## config.mk

```make
export PLATFORM = sky130hd
export DESIGN_NAME = wwd_top
export DESIGN_NICKNAME = d
export VERILOG_FILES = /design/src/wwd_pkg.sv /design/src/wwd_top.sv
export SDC_FILE = /design/constraint.sdc
export NUM_CORES = 1
export LEC_CHECK = 0
export CORE_MARGIN = 5
export CORE_UTILIZATION = 45
export CTS_BUF_LIST = sky130_fd_sc_hd__clkbuf_4 sky130_fd_sc_hd__clkbuf_8 sky130_fd_sc_hd__clkbuf_16
export DETAILED_ROUTE_END_ITERATION = 12
export DONT_BUFFER_PORTS = 1
export GPL_ROUTABILITY_DRIVEN = 1
export PLACE_DENSITY = 0.72
export SKIP_CTS_REPAIR_TIMING = 1
export SKIP_LAST_GASP = 1
export SLEW_MARGIN = 30
export SYNTH_ARGS = -nofsm -noshare
export SYNTH_HDL_FRONTEND = slang
export SYNTH_SLANG_ARGS = --single-unit
export TNS_END_PERCENT = 10
```

## constraint.sdc

```tcl
create_clock -name clk_i -period 3.24 [get_ports clk_i]
set_input_delay 0.162 -clock clk_i [delete_from_list [all_inputs] [get_ports clk_i]]
set_output_delay 0.162 -clock clk_i [all_outputs]
set_load 0.01 [all_outputs]
```

## src/wwd_pkg.sv

```systemverilog
// wwd_pkg: constants for the window watchdog timer.
// assumes slow oscillator ticks arrive as a level input sampled on clk_i.
package wwd_pkg;
	localparam int          CFG_W        = 8;
	localparam int          CODE_W       = 4;
	localparam int          CNT_W        = 14;
	localparam int          PERIOD_LSB   = 0;
	localparam int          WINDOW_LSB   = 4;
	localparam logic [3:0]  CODE_OFF     = 4'h0;
	localparam logic [3:0]  CODE_MAX     = 4'hB;
	localparam logic [13:0] SPAN_BASE    = 14'h0008;
	localparam logic [1:0]  SYNC_TICKS   = 2'h2;
	localparam real         SLOW_CLK_KHZ = 1.024;
	localparam logic [7:0]  CFG_RESET    = 8'h00;

	typedef enum logic [2:0] {
		PH_IDLE   = 3'b001,
		PH_CLOSED = 3'b010,
		PH_OPEN   = 3'b100
	} wwd_phase_e;

	// slow-clock cycles selected by a span code; reserved codes clamp to the longest
	function automatic logic [13:0] wwd_span(input logic [3:0] code);
		logic [3:0] c;
		c = (code > CODE_MAX) ? CODE_MAX : code;
		return (code == CODE_OFF) ? 14'h0000 : 14'(SPAN_BASE << (c - 4'h1));
	endfunction
endpackage

```

## src/wwd_top.sv

```systemverilog
// wwd_top: window watchdog with protected configuration, lock and clear synchronisation.
// assumes slow_osc_clock_i is a 1.024 kHz level synchronous to clk_i; fuse is stable at reset release.
`timescale 1ns/1ps
// Function
// - expiry without clear raises reset request
// - clear requests, open-period expiry and debug mode restart the counter
// - window mode clear outside slot resets
// - counts outside debug mode, slow clock only
// - nonzero timeout field enables, zero disables
// - nonzero closed-span field selects window mode
// - config and lock need unlocked writes
// - config from fuse, enabled fuse sets lock
// - counter advances on slow oscillator ticks
// - config writes take effect after sync
// - accepted clear restarts from zero
// - eleven timeout periods, 8 ms to 8 s
// - closed-span zero means normal mode
// - closed slot precedes open; early clear resets
// - codes 1..B select 8..8K cycles
// - lock set-only, blocks config, debug clears
// - clear syncs two ticks, extras ignored
module wwd_top
	import wwd_pkg::*;
(
	input  wire logic       clk_i,
	input  wire logic       rst_i,
	input  wire logic       slow_osc_clock_i,
	input  wire logic       watchdog_clear_instruction_i,
	input  wire logic       protected_write_unlock_i,
	input  wire logic       cfg_wr_i,
	input  wire logic [7:0] cfg_wdata_i,
	input  wire logic       lock_wr_i,
	input  wire logic       lock_wdata_i,
	input  wire logic       debug_mode_i,
	input  wire logic [7:0] boot_config_fuse_i,
	output logic      [7:0] watchdog_config_o,
	output logic            lock_o,
	output logic            sync_pending_o,
	output logic            sys_reset_req_o
);
	logic             boot_done_q;
	logic [7:0]       cfg_q;
	logic [7:0]       act_cfg_q;
	logic             lock_q;
	logic             osc_q;
	logic             tick;
	logic             cfg_pend_q;
	logic [1:0]       cfg_cnt_q;
	logic             clr_pend_q;
	logic [1:0]       clr_cnt_q;
	logic             clr_apply;
	logic             cfg_take;
	logic             boot_load;
	logic [13:0]      cnt_q;
	logic [13:0]      open_lim;
	logic [13:0]      closed_lim;
	logic             enabled;
	logic             rst_pulse_q;
	wwd_phase_e       phase_q;

	assign boot_load = !boot_done_q;
	assign tick      = slow_osc_clock_i && !osc_q;
	assign cfg_take  = boot_done_q && cfg_wr_i && protected_write_unlock_i && !lock_q && !cfg_pend_q;
	assign clr_apply = clr_pend_q && tick && (clr_cnt_q == SYNC_TICKS - 2'h1);
	assign open_lim  = wwd_span(act_cfg_q[PERIOD_LSB +: CODE_W]);
	assign closed_lim = wwd_span(act_cfg_q[WINDOW_LSB +: CODE_W]);
	assign enabled   = act_cfg_q[PERIOD_LSB +: CODE_W] != CODE_OFF;

	always_ff @(posedge clk_i or posedge rst_i) begin
		if (rst_i) begin
			boot_done_q <= 1'b0;
			osc_q       <= 1'b0;
		end else begin
			boot_done_q <= 1'b1;
			osc_q       <= slow_osc_clock_i;
		end
	end

	// configuration register as software sees it
	always_ff @(posedge clk_i or posedge rst_i) begin
		if (rst_i) begin
			cfg_q <= CFG_RESET;
		end else if (boot_load) begin
			cfg_q <= boot_config_fuse_i;
		end else if (cfg_take) begin
			cfg_q <= cfg_wdata_i;
		end
	end

	always_ff @(posedge clk_i or posedge rst_i) begin
		if (rst_i) begin
			lock_q <= 1'b0;
		end else if (boot_load) begin
			lock_q <= boot_config_fuse_i[PERIOD_LSB +: CODE_W] != CODE_OFF;
		end else if (lock_wr_i && protected_write_unlock_i) begin
			if (lock_wdata_i) begin
				lock_q <= 1'b1;
			end else if (debug_mode_i) begin
				lock_q <= 1'b0;
			end
		end
	end

	// write crosses into the slow domain over two ticks
	always_ff @(posedge clk_i or posedge rst_i) begin
		if (rst_i) begin
			cfg_pend_q <= 1'b0;
			cfg_cnt_q  <= 2'h0;
			act_cfg_q  <= CFG_RESET;
		end else if (boot_load) begin
			act_cfg_q <= boot_config_fuse_i;
		end else if (cfg_take) begin
			cfg_pend_q <= 1'b1;
			cfg_cnt_q  <= 2'h0;
		end else if (cfg_pend_q && tick) begin
			if (cfg_cnt_q == SYNC_TICKS - 2'h1) begin
				cfg_pend_q <= 1'b0;
				act_cfg_q  <= cfg_q;
			end else begin
				cfg_cnt_q <= cfg_cnt_q + 2'h1;
			end
		end
	end

	// clear request synchroniser; a clear while one is pending is dropped
	always_ff @(posedge clk_i or posedge rst_i) begin
		if (rst_i) begin
			clr_pend_q <= 1'b0;
			clr_cnt_q  <= 2'h0;
		end else if (!clr_pend_q) begin
			clr_pend_q <= watchdog_clear_instruction_i;
			clr_cnt_q  <= 2'h0;
		end else if (tick) begin
			if (clr_apply) begin
				clr_pend_q <= 1'b0;
			end else begin
				clr_cnt_q <= clr_cnt_q + 2'h1;
			end
		end
	end

	// phase and counter run off slow ticks only; debug mode holds them at the start of the open phase
	always_ff @(posedge clk_i or posedge rst_i) begin
		if (rst_i) begin
			phase_q     <= PH_IDLE;
			cnt_q       <= 14'h0000;
			rst_pulse_q <= 1'b0;
		end else begin
			rst_pulse_q <= 1'b0;
			if (!enabled) begin
				phase_q <= PH_IDLE;
				cnt_q   <= 14'h0000;
			end else if (debug_mode_i || phase_q == PH_IDLE) begin
				phase_q <= PH_OPEN;                                                    // first closed slot waits for a clear
				cnt_q   <= 14'h0000;
			end else if (clr_apply) begin
				cnt_q <= 14'h0000;
				if (phase_q == PH_CLOSED) begin
					rst_pulse_q <= 1'b1;
					phase_q     <= PH_OPEN;
				end else if (closed_lim != 14'h0000) begin
					phase_q <= PH_CLOSED;
				end else begin
					phase_q <= PH_OPEN;
				end
			end else if (tick) begin
				if (phase_q == PH_CLOSED && cnt_q == closed_lim - 14'h0001) begin
					phase_q <= PH_OPEN;
					cnt_q   <= 14'h0000;
				end else if (phase_q == PH_OPEN && cnt_q == open_lim - 14'h0001) begin
					rst_pulse_q <= 1'b1;
					cnt_q       <= 14'h0000;
				end else begin
					cnt_q <= cnt_q + 14'h0001;
				end
			end
		end
	end

	always_ff @(posedge clk_i or posedge rst_i) begin
		if (rst_i) begin
			watchdog_config_o <= CFG_RESET;
			lock_o            <= 1'b0;
			sync_pending_o    <= 1'b0;
			sys_reset_req_o   <= 1'b0;
		end else begin
			watchdog_config_o <= cfg_q;
			lock_o            <= lock_q;
			sync_pending_o    <= cfg_pend_q;
			sys_reset_req_o   <= rst_pulse_q;
		end
	end
endmodule

```

After elaboration in Yosys (flattened, before gate mapping):

Index checks and enable logic that the tools add are counted.

* equality and inequality tests: 18
* mux-type cells: 46
* reduce and logical (&&, ||, !) cells: 28
* add/subtract/negate cells: 7
* bitwise operators: 0
* divide/modulo/power cells: 0
* $lt $le $gt $ge: 2
* shifts and indexed selects: 2
* $mul: 0

Operators with widths (number)
* $mux 14: 8
* $mux 8: 6
* $eq 14x14->1: 2
* $shl 4x4->14 const A: 2
* $sub 14x1->14 const B: 2
* $mux 3: 7
* $mux 1: 17
* $add 14x1->14 const B: 1
* $reduce_bool 14->1: 1
* $mux 2: 6
* $logic_and 1x1->1: 11
* $reduce_and 3->1: 3
* $gt 4x4->1 const B: 2
* $logic_not 4->1: 2
* $mux 4: 2
* $ne 2x1->1 const B: 4
* $ne 2x2->1 const B: 4
* $reduce_bool 4->1: 2
* $sub 4x1->4 const B: 2
* $reduce_and 2->1: 3
* $add 2x1->2 const B: 2
* $eq 2x1->1 const B: 2
* $ne 4x2->1 const B: 1
* $ne 4x3->1 const B: 1
* other kinds (7): 10

* bits in writable memories: 0
* bits in latches: 0
* flip-flop bits (word level): 54
* output and inout port bits: 11
* memories kept: 0
* logic and storage cells: 119
* ROM bits: 0

Depth between registers and ports, before layout:

* depth in word-level cells: 14
* depth in mapped cells: 15

Worst setup path after synthesis:

OpenSTA, ideal clock, no wires.

* path type: flip-flop to flip-flop
* start point: register act_cfg_q[7]
* end point: register phase_q[2]
* setup time: 0.128 ns
* stages on the path, launching flop included: 15
* required time: 3.112 ns
* slack: 0.252 ns
* arrival: 2.860 ns
* path buffers: 3
* cell sequence: dfrtp_1 > buf_2 > buf_2 > nor2_1 > nand3b_1 > ha_1 > clkbuf_1 > xor2_1 > or2_2 > o211ai_1 > nand3_2 > nor4_4 > nand2b_1 > o21ai_2 > mux2_1

* longest elaborated chain between the ends: 11
* elaborated cells on any way between the ends: 17
* classes of those cells: add/sub (2); order compare (1); eq/ne (2); shift (1); mux (7); reduce/logical (4)

Ends and longest elaborated chain
* from (decl): RTL line wwd_top.sv:43 `logic [7:0] act_cfg_q;`
* from (signal assigned): RTL line wwd_top.sv:111 `act_cfg_q <= boot_config_fuse_i;`
* from (signal assigned): RTL line wwd_top.sv:118 `act_cfg_q <= cfg_q;`
* $gt 4x4->1: RTL line wwd_pkg.sv:25 `c = (code > CODE_MAX) ? CODE_MAX : code;`
* $mux 4: RTL line wwd_pkg.sv:25
* $sub 4x1->4: RTL line wwd_pkg.sv:26 `return (code == CODE_OFF) ? 14'h0000 : 14'(SPAN_BASE << (c - 4'h1));`
* $shl 4x4->14: RTL line wwd_pkg.sv:26
* $mux 14 (*): RTL line wwd_pkg.sv:26
* branches (longest 6 deep; another with $sub 14x1->14)
* to (signal assigned): RTL line wwd_top.sv:151 `phase_q <= PH_IDLE;`
* to (signal assigned): RTL line wwd_top.sv:154 `phase_q <= PH_OPEN;`
* to (signal assigned): RTL line wwd_top.sv:160 `phase_q <= PH_OPEN;`
* to (decl): RTL line wwd_top.sv:59 `wwd_phase_e phase_q;`

Mark *: on every way between the ends.
A chain may end at the register's enable or synchronous reset.

Final worst setup path:

* start point: register act_cfg_q[4]
* end point: register phase_q[2]

The elaborated chain is that of the path after synthesis.

==> out/summary.txt <==
=====================================================================================================
Result of the run ...................................................................... finished, final reports clean
Part of the Yosys area used for sequential elements ....................................       39.45%
Post-synthesis share of cell area spent on full adders, half adders and majority gates .       2.117%
Req. time, crit path ...................................................................      3.44 ns
Static Leakage .........................................................................     1.463 nW
Port buffer count ......................................................................            0
Maximum number of pins on one net before global-route repair ...........................           55
Kind of launch point of the worst setup path ...........................................         flop
Largest family of logic cells by synthesized area ...................................... simple AND/OR/NAND/NOR gates
Final critical-path required period ....................................................     2.922 ns
Mean routed wirelength per cell ........................................................     16.28 um
Htree depth ............................................................................            2
# setup viols final ....................................................................            0
Post-synth net total ...................................................................          418
Met1 track demand over resource in global routing ......................................       23.49%
Yosys warns ............................................................................            0
Global routing met2 resource utilization ...............................................       27.02%
Max frequency ..........................................................................    342.2 MHz
Global-route met3 utilization ..........................................................       3.805%
HPWL reported at the end of detailed placement .........................................      5834 um
Final number of hold-violating endpoints ...............................................            0
Highest-delay cell along the critical path .............................................      dfrtp_2
Number of enable-type register cells in the synthesized netlist ........................            0
Post-synthesis instance total ..........................................................          388
Initial detailed-routing violation count ...............................................          164
Simple-gate area share of the yosys netlist ............................................       26.02%
Total track usage ......................................................................       16.87%
Clock net sink count ...................................................................           54
CP cell instances ...................................................................... nor2b_1, nand2_1, ha_1, xor2_1, or2_2, o211ai_1, nand3_2, nor4_4, nand2b_1, o21ai_2, mux2_1
RSZ-0062 raised after global routing ...................................................        false
Max FO, Critical Path ..................................................................           14
Share of the clock period used by the worst path after layout ..........................       90.19%
Path type of the worst min-delay path ..................................................       in2reg
Data arrival, critical path ............................................................      3.13 ns
Number of buffers and inverters on the critical path ...................................            0
Average size of a mapped cell ..........................................................    8.836 um2
Antenna diode count ....................................................................            0
Num ports ..............................................................................           36
Number of nets at the end of the flow ..................................................          418
Share of the synthesized area in compound gates (AO/OA/AOI/OAI) ........................       20.29%
Per-cell via count in the routed design ................................................        5.867
Kind of critical path ..................................................................      reg2reg
Post-synth design cell area ............................................................     3428 um2
Cell Area, Placed ......................................................................     3493 um2
Starting utilization of the core area ..................................................       46.77%
Antenna violations before repair .......................................................            0
Number of rows in the core area ........................................................           31
Worst clock skew on the final layout ...................................................   0.01280 ns
Root Buffer Master .....................................................................     clkbuf_8
Worst-path clk slew ....................................................................      0.11 ns
Headroom to the max-slew limit .........................................................       46.51%
Most frequent cells in the layout ...................................................... dfrtp_1 (52), nor2_1 (36), a21oi_1 (28)
Worst-margin pin slew ..................................................................    0.7950 ns
Category of the worst setup path capture point .........................................         flop
Area growth syn-to-layout ..............................................................       8.248%
Number of buffers inserted during clock tree synthesis .................................            5
Fraction of layout cells with a size suffix above 1 ....................................       8.997%
Maximum ir drop on the vdd rail ........................................................     349.0 uV
Most common flop cell mapped by yosys ..................................................      dfrtp_1
Number of maximum-capacitance constraint violations ....................................            0
Global-route wire length before repair .................................................    13,410 um
Post-synth ARST share ..................................................................       100.0%
Setup Total Neg Slack ..................................................................         0 ns
First-pass DRT Iterations ..............................................................            4
Power density over the cells ........................................................... 481.8 nW/um2
Worst slack on hold paths ..............................................................  0.008272 ns
Distinct cells, synth ..................................................................           71
Total Die Area .........................................................................     9464 um2
Multiplexer share of the synthesized area ..............................................       2.409%
Final slew viol count ..................................................................            0
Final design area excluding fillers ....................................................     3711 um2
Cell count after placement .............................................................          470
Delay of the slowest cell on the worst path ............................................      0.49 ns
Overflow left after global routing .....................................................            0
Global routing's busiest layer .........................................................         met2
Non-Filler Instances ...................................................................          488
Die height .............................................................................     97.29 um
Weighted congestion at the end of routability-driven global placement ..................       0.9475
Clock tree from TritonCTS ..............................................................          yes
Final WL ...............................................................................      7944 um
Die width ..............................................................................     97.29 um
Leading cell type in the layout, fill and taps excluded ................................      dfrtp_1
Area share of xor/xnor cells in the synthesized design .................................       3.321%
Cell family with the largest share of critical-path delay .............................. simple AND/OR/NAND/NOR gates
Vias in the first global route .........................................................        2,680
DRC Markers ............................................................................            0
Register bit count reported by yosys ...................................................           54
Core footprint .........................................................................     7331 um2
Latest clock arrival within the worst-skew pair ........................................      0.31 ns
Count of vias placed by the detailed router ............................................        2,863
Total Power Consumption ................................................................     1.788 mW
CTS max path bufs ......................................................................            2
Final ANT Viol Nets ....................................................................            0
=====================================================================================================
==> worst register-to-register path: stages, from the launching register on <==
cell	delay, ns
dfrtp_2	0.49
nor2b_1	0.20
nand2_1	0.07
ha_1	0.31
xor2_1	0.20
or2_2	0.29
o211ai_1	0.11
nand3_2	0.13
nor4_4	0.38
nand2b_1	0.23
o21ai_2	0.09
mux2_1	0.32
==> state kept, by name, summed over array words and instances (netlist names) <==
name / cells
cnt_q: 14
act_cfg_q: 8
cfg_q: 8
watchdog_config_o: 8
phase_q: 3
cfg_cnt_q: 2
clr_cnt_q: 2
boot_done_q: 1
cfg_pend_q: 1
clr_pend_q: 1
lock_o: 1
lock_q: 1
osc_q: 1
rst_pulse_q: 1
sync_pending_o: 1
sys_reset_req_o: 1
==> layer usage <==
layer / vias to the layer above / share of wire [%]
met3: 9 / 7.7
met1: 1344 / 44
met4: 0 / 1.2
met5: - / 0
met2: 100 / 47
li1: 1410 / -
==> through the flow <==
stage	setup slack, ns	util (%)
after detailed placement	0.2409	47.65
after global placement	0.3187	47.62
final	0.3178	50.62
after global routing	0.04430	50.62
after floorplan	0.2523	-
after CTS	0.2281	49.24
==> cells by family (layout without fill, tap and decap cells) <==
family,after synthesis,count (layout)
buffers and inverters,46,47
adders and majority gates,6,6
other,1,1
AOI/OAI and AO/OA,98,98
muxes,8,8
and+or+nand+nor,162,162
xor gates and xnor gates,13,13
DFF,54,54
==> cell type report <==
cell class,count,area (um2)
flip-flops and latches,54,1354
clock buffers,5,68.82
multi-input cells,288,1861
fillers,686,3620
well taps,99,123.9
clock inverters,3,47.55
inverters,17,66.31
repair buffers,22,190.2
==> worst paths after layout <==
check / cells after the start / endpoint / slack (ns) / start
worst max-delay path: 11 / phase_q[2]$_DFFE_PP0P_ / 0.32 / act_cfg_q[4]$_DFFE_PP0P_
worst min-delay path: 1 / cfg_q[3]$_DFFE_PP0P_ / 0.008 / cfg_wdata_i[3]
worst max register to register: 11 / phase_q[2]$_DFFE_PP0P_ / 0.32 / act_cfg_q[4]$_DFFE_PP0P_
worst min register to register: 0 / sys_reset_req_o$_DFF_PP0_ / 0.36 / rst_pulse_q$_DFF_PP0_
max in group asynchronous: 2 / act_cfg_q[4]$_DFFE_PP0P_ / 2.36 / rst_i
min in group asynchronous: 2 / clr_cnt_q[1]$_DFFE_PP0P_ / 0.42 / rst_i
==> synth_stat cells, types with 7 or more instances <==
master / instances / area share [%]
o21ai_0: 10 / 1.5
or3_1: 8 / 1.5
a21oi_1: 28 / 4.1
o22ai_1: 7 / 1.3
inv_1: 17 / 1.9
nand2_1: 25 / 2.7
nor2b_1: 19 / 3.5
nand2b_1: 9 / 1.6
a221o_1: 8 / 2.3
buf_2: 12 / 1.8
nand3_1: 15 / 2.2
dfrtp_1: 53 / 39
clkbuf_1: 12 / 1.3
xnor2_1: 8 / 2.0
nor2_1: 36 / 3.9
nor3_1: 14 / 2.0
==> power by group <==
group          switching, mW  internal [mW]  leakage, nW
Clock                  0.235          0.235       0.0587
Combinational          0.259          0.210        0.740
Sequential            0.0874          0.763        0.665
No activity file was read; power rests on OpenSTA's default activity.
